==> src/verilog/hzb_pkg.sv <==
package hzb_pkg;

  // instruction word fields
  localparam int unsigned OP_HI      = 31;
  localparam int unsigned OP_LO      = 26;
  localparam int unsigned RT_HI      = 20;
  localparam int unsigned RT_LO      = 16;
  localparam int unsigned FUNCT_HI   = 5;
  localparam int unsigned FUNCT_LO   = 0;
  localparam int unsigned SHAMT_HI   = 10;
  localparam int unsigned SHAMT_LO   = 6;
  localparam int unsigned HINT_HB    = 10;
  localparam int unsigned RS_HI      = 25;
  localparam int unsigned RS_LO      = 21;
  localparam int unsigned RD_HI      = 15;
  localparam int unsigned RD_LO      = 11;
  localparam int unsigned SEL_HI     = 2;
  localparam int unsigned SEL_LO     = 0;

  localparam logic [5:0] OPC_SPECIAL  = 6'h00;
  localparam logic [5:0] OPC_REGISTER_IMMEDIATE_OPCODE   = 6'h01;
  localparam logic [5:0] OPC_COP0     = 6'h10;
  localparam logic [5:0] OPC_CACHE    = 6'h2F;
  localparam logic [5:0] FN_SLL       = 6'h00;
  localparam logic [5:0] FN_JR        = 6'h08;
  localparam logic [5:0] FN_JALR      = 6'h09;
  localparam logic [5:0] FN_EXCEPTION_RETURN_INSTR      = 6'h18;
  localparam logic [5:0] FN_DEBUG_RETURN_INSTR     = 6'h1F;
  localparam logic [5:0] FN_XLATE_WRITE_INDEXED_INSTR     = 6'h02;
  localparam logic [5:0] FN_XLATE_WRITE_RANDOM_INSTR     = 6'h06;
  localparam logic [4:0] RS_MT        = 5'h04;
  localparam logic [4:0] RS_READ_PREV_SHADOW_GPR_INSTR    = 5'h0A;
  localparam logic [4:0] RS_WRITE_PREV_SHADOW_GPR_INSTR    = 5'h0E;
  localparam logic [4:0] RT_ICACHE_SYNC_INSTR     = 5'h1F;
  localparam logic [4:0] SHAMT_SUPERSCALAR_NOOP_INSTR  = 5'h01;
  localparam logic [4:0] SHAMT_EHB    = 5'h03;
  localparam logic [4:0] REG_ENTRY_HI = 5'h0A;
  localparam logic [4:0] REG_STATUS   = 5'h0C;
  localparam logic [4:0] REG_SHADOW_SET_CONTROL_REG   = 5'h0C;
  localparam logic [2:0] SEL_SHADOW_SET_CONTROL_REG   = 3'h2;
  localparam logic [2:0] SEL_STATUS   = 3'h0;
  localparam logic [4:0] REG_WATCH_LO = 5'h12;
  localparam logic [4:0] REG_WATCH_HI = 5'h13;

  // hazard window: figure in cycles, derived from the clock period
  localparam int unsigned HAZ_SPACING_CYC = 5;
  localparam int unsigned MCLK_NS         = 10;
  localparam int unsigned HAZ_SPACING_NS  = HAZ_SPACING_CYC * MCLK_NS;
  localparam int unsigned HAZ_CYCLES      = (HAZ_SPACING_NS + MCLK_NS - 1) / MCLK_NS;
  localparam logic [2:0]  HAZ_CNT_INIT    = 3'(HAZ_CYCLES);

  typedef enum logic [1:0] {
    HZB_IDLE  = 2'b00,
    HZB_DRAIN = 2'b01,
    HZB_HOLD  = 2'b11
  } hzb_state_e;

  typedef struct packed {
    logic sysctl_write;
    logic xlate_write;
    logic cache_op;
    logic icache_sync;
    logic exec_barrier;
    logic full_barrier;
    logic superscalar_noop_instr;
    logic prev_gpr;
    logic pss_write;
    logic reserved_instr;
  } hzb_decode_s;

  typedef struct packed {
    hzb_state_e state;
    logic [2:0] cnt;
    logic       ifetch_pend;
    logic       exec_pend;
    logic       pss_pend;
    logic       sync_pend;
    logic       fetch_stall;
    logic       flush_younger;
    logic       issue_stall;
    logic       exec_clear;
    logic       instr_clear;
    logic       resv_exc;
  } hzb_state_s;

endpackage

==> src/verilog/hzb_control.sv <==
`timescale 1ns/100ps
// Operation
// RULE_01: fetch-visible effects of executed instructions are tracked apart from execution effects.
// RULE_02: address-space id or watch write blocks fetch until visible, five cycles; here it only sets the five-cycle hazard, fetch stalls only behind a barrier.
// RULE_03: status write, including error level change, reaches fetch within five cycles.
// RULE_04: indexed or random translation write reaches fetch after hazard clears.
// RULE_05: instruction-cache maintenance reaches fetch after hazard clears, five cycles.
// RULE_06: icache sync makes stream coherent; without it hazard stays pending.
// RULE_07: previous shadow set write hazards later previous-shadow register accesses.
// RULE_08: exception and debug return clear both hazard kinds.
// RULE_09: hazard-barrier jumps clear both hazard kinds before target proceeds.
// RULE_10: returns do not guard their own inputs; software spaces those writes.
// RULE_11: exceptions and interrupts clear all hazards before the handler.
// RULE_12: execution barrier clears execution hazards only; encoded as no-op variant.
// RULE_13: barrier jumps are marked by bit 10 of the hint field.
// RULE_14: icache sync decodes under register-immediate opcode; legacy mode traps it.
// RULE_15: newer generation implements barrier, barrier jumps and sync.
// RULE_16: barriers stall or flush younger fetch until pending updates commit.
module hzb_control (
  input  wire logic        mclk,
  input  wire logic        rst,
  input  wire logic        legacy_mode,
  input  wire logic        instr_valid,
  input  wire logic [31:0] instr_word,
  input  wire logic        exc_taken,
  input  wire logic        sync_done,
  output logic             fetch_stall,
  output logic             flush_younger,
  output logic             issue_stall,
  output logic             exec_clear,
  output logic             instr_clear,
  output logic             resv_exc
);

  hzb_pkg::hzb_state_s r_reg;
  hzb_pkg::hzb_state_s r_next;
  hzb_pkg::hzb_decode_s dec;

  logic [5:0] op;
  logic [5:0] fn;
  logic [4:0] rs;
  logic [4:0] rt;
  logic [4:0] rd;
  logic [4:0] sa;
  logic [2:0] sel;

  assign op  = instr_word[hzb_pkg::OP_HI:hzb_pkg::OP_LO];
  assign fn  = instr_word[hzb_pkg::FUNCT_HI:hzb_pkg::FUNCT_LO];
  assign rs  = instr_word[hzb_pkg::RS_HI:hzb_pkg::RS_LO];
  assign rt  = instr_word[hzb_pkg::RT_HI:hzb_pkg::RT_LO];
  assign rd  = instr_word[hzb_pkg::RD_HI:hzb_pkg::RD_LO];
  assign sa  = instr_word[hzb_pkg::SHAMT_HI:hzb_pkg::SHAMT_LO];
  assign sel = instr_word[hzb_pkg::SEL_HI:hzb_pkg::SEL_LO];

  // instruction classes, one name per form so each rule reads off a single term
  logic is_cop0;
  logic is_special;
  logic is_mt;
  logic is_co;
  logic zero_top;
  logic jump;
  logic hint_barrier;
  logic wr_entry_hi;
  logic wr_watch;
  logic wr_status;
  logic wr_shadow;
  logic xlate_form;
  logic ret_form;
  logic prev_form;
  logic nop_form;
  logic sync_form;

  assign is_cop0      = (op == hzb_pkg::OPC_COP0);
  assign is_special   = (op == hzb_pkg::OPC_SPECIAL);
  assign is_mt        = is_cop0 && (rs == hzb_pkg::RS_MT);
  assign is_co        = is_cop0 && instr_word[hzb_pkg::RS_HI];
  assign zero_top     = (rs == 5'h00) && (rt == 5'h00) && (rd == 5'h00);
  assign jump         = is_special && ((fn == hzb_pkg::FN_JR) || (fn == hzb_pkg::FN_JALR));
  // legacy cores ignore the hint and run a plain jump
  assign hint_barrier = jump && instr_word[hzb_pkg::HINT_HB] && !legacy_mode; // RULE_13 RULE_15
  // entry-high is tracked whole: the address-space id part cannot be told apart here
  assign wr_entry_hi  = is_mt && (rd == hzb_pkg::REG_ENTRY_HI);
  assign wr_watch     = is_mt && ((rd == hzb_pkg::REG_WATCH_LO) || (rd == hzb_pkg::REG_WATCH_HI));
  assign wr_status    = is_mt && (rd == hzb_pkg::REG_STATUS) && (sel == hzb_pkg::SEL_STATUS);
  assign wr_shadow    = is_mt && (rd == hzb_pkg::REG_SHADOW_SET_CONTROL_REG) && (sel == hzb_pkg::SEL_SHADOW_SET_CONTROL_REG);
  assign xlate_form   = is_co && ((fn == hzb_pkg::FN_XLATE_WRITE_INDEXED_INSTR) || (fn == hzb_pkg::FN_XLATE_WRITE_RANDOM_INSTR));
  assign ret_form     = is_co && ((fn == hzb_pkg::FN_EXCEPTION_RETURN_INSTR) || (fn == hzb_pkg::FN_DEBUG_RETURN_INSTR));
  assign prev_form    = is_cop0 && ((rs == hzb_pkg::RS_READ_PREV_SHADOW_GPR_INSTR) || (rs == hzb_pkg::RS_WRITE_PREV_SHADOW_GPR_INSTR));
  assign nop_form     = is_special && (fn == hzb_pkg::FN_SLL) && zero_top;
  assign sync_form    = (op == hzb_pkg::OPC_REGISTER_IMMEDIATE_OPCODE) && (rt == hzb_pkg::RT_ICACHE_SYNC_INSTR);

  always_comb begin
    dec = '0;
    if (instr_valid) begin
      dec.sysctl_write = wr_entry_hi || wr_watch; // RULE_02
      if (wr_status) begin
        dec.sysctl_write = 1'b1; // RULE_03
      end
      dec.pss_write = wr_shadow; // RULE_07
      dec.xlate_write = xlate_form; // RULE_04
      dec.cache_op = (op == hzb_pkg::OPC_CACHE); // RULE_05
      dec.prev_gpr = prev_form;
      dec.full_barrier = ret_form; // RULE_08
      if (hint_barrier) begin
        dec.full_barrier = 1'b1; // RULE_09
      end
      // legacy cores see the barrier as a harmless no-op RULE_12
      if (nop_form) begin
        dec.superscalar_noop_instr = (sa == hzb_pkg::SHAMT_SUPERSCALAR_NOOP_INSTR);
        dec.exec_barrier = (sa == hzb_pkg::SHAMT_EHB) && !legacy_mode; // RULE_15
      end
      // reserved in legacy mode so a kernel can emulate it with cache operations RULE_14
      if (sync_form) begin
        dec.icache_sync = !legacy_mode;
        dec.reserved_instr = legacy_mode;
      end
    end
  end

  always_comb begin
    r_next = r_reg;
    r_next.exec_clear = 1'b0;
    r_next.instr_clear = 1'b0;
    r_next.resv_exc = dec.reserved_instr; // RULE_14
    r_next.flush_younger = 1'b0;

    // RULE_01 fetch-side hazards, timed window
    if (dec.sysctl_write || dec.xlate_write || dec.cache_op) begin
      r_next.ifetch_pend = 1'b1;
      r_next.exec_pend = 1'b1;
      r_next.cnt = hzb_pkg::HAZ_CNT_INIT;
    end else if (r_reg.cnt != 3'h0) begin
      r_next.cnt = r_reg.cnt - 3'h1;
      if (r_reg.cnt == 3'h1) begin
        r_next.ifetch_pend = 1'b0;
        r_next.exec_pend = 1'b0;
      end
    end
    if (dec.pss_write) begin
      r_next.pss_pend = 1'b1; // RULE_07
    end
    // unbounded until the sync completes RULE_06
    if (dec.icache_sync) begin
      r_next.sync_pend = 1'b1;
    end else if (sync_done) begin
      r_next.sync_pend = 1'b0;
    end

    case (r_reg.state)
      hzb_pkg::HZB_IDLE: begin
        if (dec.full_barrier || dec.icache_sync) begin
          r_next.state = hzb_pkg::HZB_DRAIN;
          r_next.flush_younger = 1'b1; // RULE_16
        end else if (dec.exec_barrier) begin
          r_next.exec_pend = 1'b0; // RULE_12
          r_next.exec_clear = 1'b1;
        end
      end
      hzb_pkg::HZB_DRAIN: begin
        // a barrier behind the one draining shares its drain; drop what it let in
        if (dec.full_barrier || dec.icache_sync) begin
          r_next.flush_younger = 1'b1; // RULE_16
        end else if (dec.exec_barrier) begin
          r_next.exec_pend = 1'b0; // RULE_12
          r_next.exec_clear = 1'b1;
        end
        // hold fetch until every update has reached the fetch stage RULE_16
        if (!r_next.ifetch_pend && !r_next.sync_pend) begin
          r_next.state = hzb_pkg::HZB_HOLD;
        end
      end
      hzb_pkg::HZB_HOLD: begin
        r_next.state = hzb_pkg::HZB_IDLE;
        r_next.exec_clear = 1'b1; // RULE_08 RULE_09
        r_next.instr_clear = 1'b1;
        // a shadow-set write in this very cycle stays pending: the set wins
        r_next.pss_pend = dec.pss_write; // RULE_07
        // a barrier taken in the last stall cycle starts a drain of its own
        if (dec.full_barrier || dec.icache_sync) begin
          r_next.state = hzb_pkg::HZB_DRAIN;
          r_next.flush_younger = 1'b1; // RULE_16
        end
      end
      default: begin
        r_next.state = hzb_pkg::HZB_IDLE;
      end
    endcase

    // a barrier entered the drain state; new producers behind it still reload the counter and lengthen the drain
    // RULE_11 exception overrides state, counter and every pending hazard; only resv_exc is left as decoded
    if (exc_taken) begin
      r_next.state = hzb_pkg::HZB_IDLE;
      r_next.cnt = 3'h0;
      r_next.ifetch_pend = 1'b0;
      r_next.exec_pend = 1'b0;
      r_next.pss_pend = 1'b0;
      r_next.sync_pend = 1'b0;
      r_next.exec_clear = 1'b1;
      r_next.instr_clear = 1'b1;
      r_next.flush_younger = 1'b1;
    end

    r_next.fetch_stall = (r_next.state != hzb_pkg::HZB_IDLE); // RULE_16
    // previous-shadow access waits while the set change is in flight RULE_07
    r_next.issue_stall = r_next.pss_pend && dec.prev_gpr;
    // returns do not check their own inputs; software spaces those writes RULE_10
  end

  always_ff @(posedge mclk or posedge rst) begin
    if (rst) begin
      r_reg <= '0;
    end else begin
      r_reg <= r_next;
    end
  end

  assign fetch_stall   = r_reg.fetch_stall;
  assign flush_younger = r_reg.flush_younger;
  assign issue_stall   = r_reg.issue_stall;
  assign exec_clear    = r_reg.exec_clear;
  assign instr_clear   = r_reg.instr_clear;
  assign resv_exc      = r_reg.resv_exc;

endmodule

==> config.mk <==
export PLATFORM = sky130hd
export DESIGN_NAME = hzb_control
export DESIGN_NICKNAME = d
export VERILOG_FILES = /design/src/verilog/hzb_pkg.sv /design/src/verilog/hzb_control.sv
export SDC_FILE = /design/constraint.sdc
export NUM_CORES = 1
export LEC_CHECK = 0
export ABC_AREA = 1
export BUFFER_PORTS_ARGS = -buffer_cell sky130_fd_sc_hd__buf_2
export CORE_MARGIN = 1.5
export CORE_UTILIZATION = 52
export CTS_BUF_LIST = sky130_fd_sc_hd__clkbuf_2 sky130_fd_sc_hd__clkbuf_4 sky130_fd_sc_hd__clkbuf_8
export CTS_CLUSTER_SIZE = 24
export DETAILED_ROUTE_END_ITERATION = 6
export GPL_TIMING_DRIVEN = 0
export PLACE_DENSITY = 0.95
export SYNTH_ARGS = -nofsm -noshare
export SYNTH_HDL_FRONTEND = slang
export SYNTH_SLANG_ARGS = --single-unit
==> constraint.sdc <==
create_clock -name mclk -period 3.5 [get_ports mclk]
set_input_delay 0.35 -clock mclk [delete_from_list [all_inputs] [get_ports mclk]]
set_output_delay 0.35 -clock mclk [all_outputs]
set_load 0.05 [all_outputs]
==> metrics <==
status complete, no violations; max_cap viols 0; H-tree levels 1; WL/cell 12.4 um; router iterations before antenna repair 6; Clock Latency Late Sink 0.28 ns; Num CTS Buffers 3; reg2reg end r_reg[11]; Storage cell area 350 um^2; CTS tree built; Worst Hold Class in -> async; CTS Hold Bufs 0; post-CTS setup buffer count 0; Setup-failing EPs final 0; Post-synth ARST share 100%; sequential fraction of the synthesis area 35.3%; Fmax 702 MHz; max reg flops 8; Tcrit/Tclk final 40.7%; clock tree buffer depth 2; Critical Path AT 1.63 ns; Layout Nets 225; Final Skew 0.00664 ns; Max IR drop VDD 0.375 mV; register bit total from synthesis 14; DIE AREA 2180 um^2; Tmin final 1.42 ns; DR WL met2 1.33 mm; Worst-path clk slew 0.08 ns; routed vias 1145; Worst path max stage delay 0.42 ns; Avg Synthesized Cell Area 7.25 um^2; Hold Fails Final Rpt 0; Yosys top cell by area dfrtp_1; Post-synth EDFFs 0; required time worst endpoint 3.70 ns; Top FF cell, synth dfrtp_1; CP endpoint kind flop; most frequent cells after synthesis nand2_1, inv_1, nor2_1, dfrtp_1, nand3_1; Root Driver clkbuf_4; crit-path max FO 5; clk sink count 14; top-count cell post-synth nand2_1; Die X 46.7 um; pin count of the biggest net entering global routing 15; DRT met1 WL 906 um; detailed placer's ending HPWL 2.21 mm; slew margin rel. 67.2%; Placement Setup Slack 2.09 ns; Unique masters post-synth 25; Routed Antenna Nets 0; GR Overflow Total 0; gate count of the mapped netlist 137; Critical Path, Cell by Cell nor2_1 -> ha_1 -> nor2_1 -> o21ai_0 -> o211ai_1 -> a21oi_1; vias per inst 5.48; core area 1760 um^2; Cell Area, Placed 1240 um^2; Starting Density 56.3%; power per standard cell area 339 nW/um^2; R2R depth 6; Worst-Margin Slew 0.491 ns; top layer in use met4; Yosys warning count 0; Final Max Tran Viols 0; antenna cell count 0; vias in the first global route 1077; Synth area leaders dfrtp_1, nand2_1, inv_1; initial drt markers 35; synthesized area 993 um^2; multi-input combinational cell area 549 um^2; Chip Height 46.7 um; first-pass GRT wire length 4.34 mm; fin area 1280 um^2; Routability Congestion 0.868; CP max stage cell dfrtp_1; IO buf count 43; total power 0.000432 W; area grow syn2layout 28.5%; leakage power 0.684 nW; Synth top area share 35.3%; Fill cells 155; Site Rows 15; RR Startpoint r_reg[10]; Routed WL 2.60 mm; Setup TNS 0 ns; total track usage 28.3%; R2R Setup Slk 2.08 ns; I/O pin cnt 44; WL met3 235 um; initial antenna violation count 0; DRC errors left 0; RSZ-0062 raised after global routing false; Setup crit start kind flop; Critical Path Most Common Cell nor2_1; setup ws final 2.08 ns; CTS resizes 0; layout cells sized above 1 33.2%; Util after Layout 72.3%; syn_nets 177; kind of critical path reg -> reg
cell type report:
type / instances / area share (%)
multi-input combinational: 98 / 43.0
tap: 25 / 2.45
inverter: 25 / 7.35
clock buffer: 4 / 2.84
timing repair buffer: 43 / 16.9
sequential: 14 / 27.5
per-layer routing:
metal | vias up | track usage, %
met5 | - | 0
met4 | 0 | 14.4
met3 | 19 | 7.45
met2 | 72 | 50.3
met1 | 514 | 30.7
li1 | 540 | -
critical path: cells and delay by family (launching register included):
kind | cells | cell delay (ns)
adder cells (fa/ha/maj) | 1 | 0.29
AO/OA/AOI/OAI | 3 | 0.35
flip-flops | 1 | 0.42
AND/OR/NAND/NOR | 2 | 0.29
power breakdown:
part	leakage, nW	internal [W]	switching [W]
sequential	0.186	0.000175	0.0000110
combinational	0.477	0.0000508	0.0000815
clock	0.0210	0.0000634	0.0000510
total	0.684	0.000289	0.000144
cell usage in the layout, fill, tap and decap left out, types with 2 or more instances in the layout:
cell type  instances
o21ai_0            3
a21oi_1            7
nand3b_1           2
clkbuf_4           3
buf_2             43
nor2_1            17
nand4_1            6
nor2_4             4
nand2_1           26
nor3_1             5
nand3_2            3
nand3_1            8
inv_1             24
dfrtp_1           14
nor4_1             3
ha_1               2
nand2_2            3
worst max path at each step:
stage,start,end,slack (ns),cells past startpoint
2_1_floorplan,r_reg[10],r_reg[9],2.34,4
3_3_place_gp,instr_word[10],exec_clear,2.12,6
3_5_place_dp,instr_word[10],exec_clear,2.09,6
4_1_cts,r_reg[10],r_reg[11],2.10,6
5_1_grt,r_reg[10],r_reg[11],2.01,6
6_report,r_reg[10],r_reg[11],2.08,6
cell families after synthesis:
kind of cell | share of synthesized area [%]
and+or+nand+nor | 44.5
xor gates and xnor gates | 0.882
DFF | 35.3
AOI/OAI and AO/OA | 7.43
buffers and inverters | 9.45
adders and majority gates | 2.52
through the flow:
step | hold WS (ns) | instances
after floorplan | 0.239 | 137
after global placement | 0.393 | 205
after detailed placement | 0.409 | 205
after CTS | 0.100 | 209
after global routing | 0.115 | 209
final | 0.0711 | 209
Note: power is estimated with default switching activity, not from simulation.
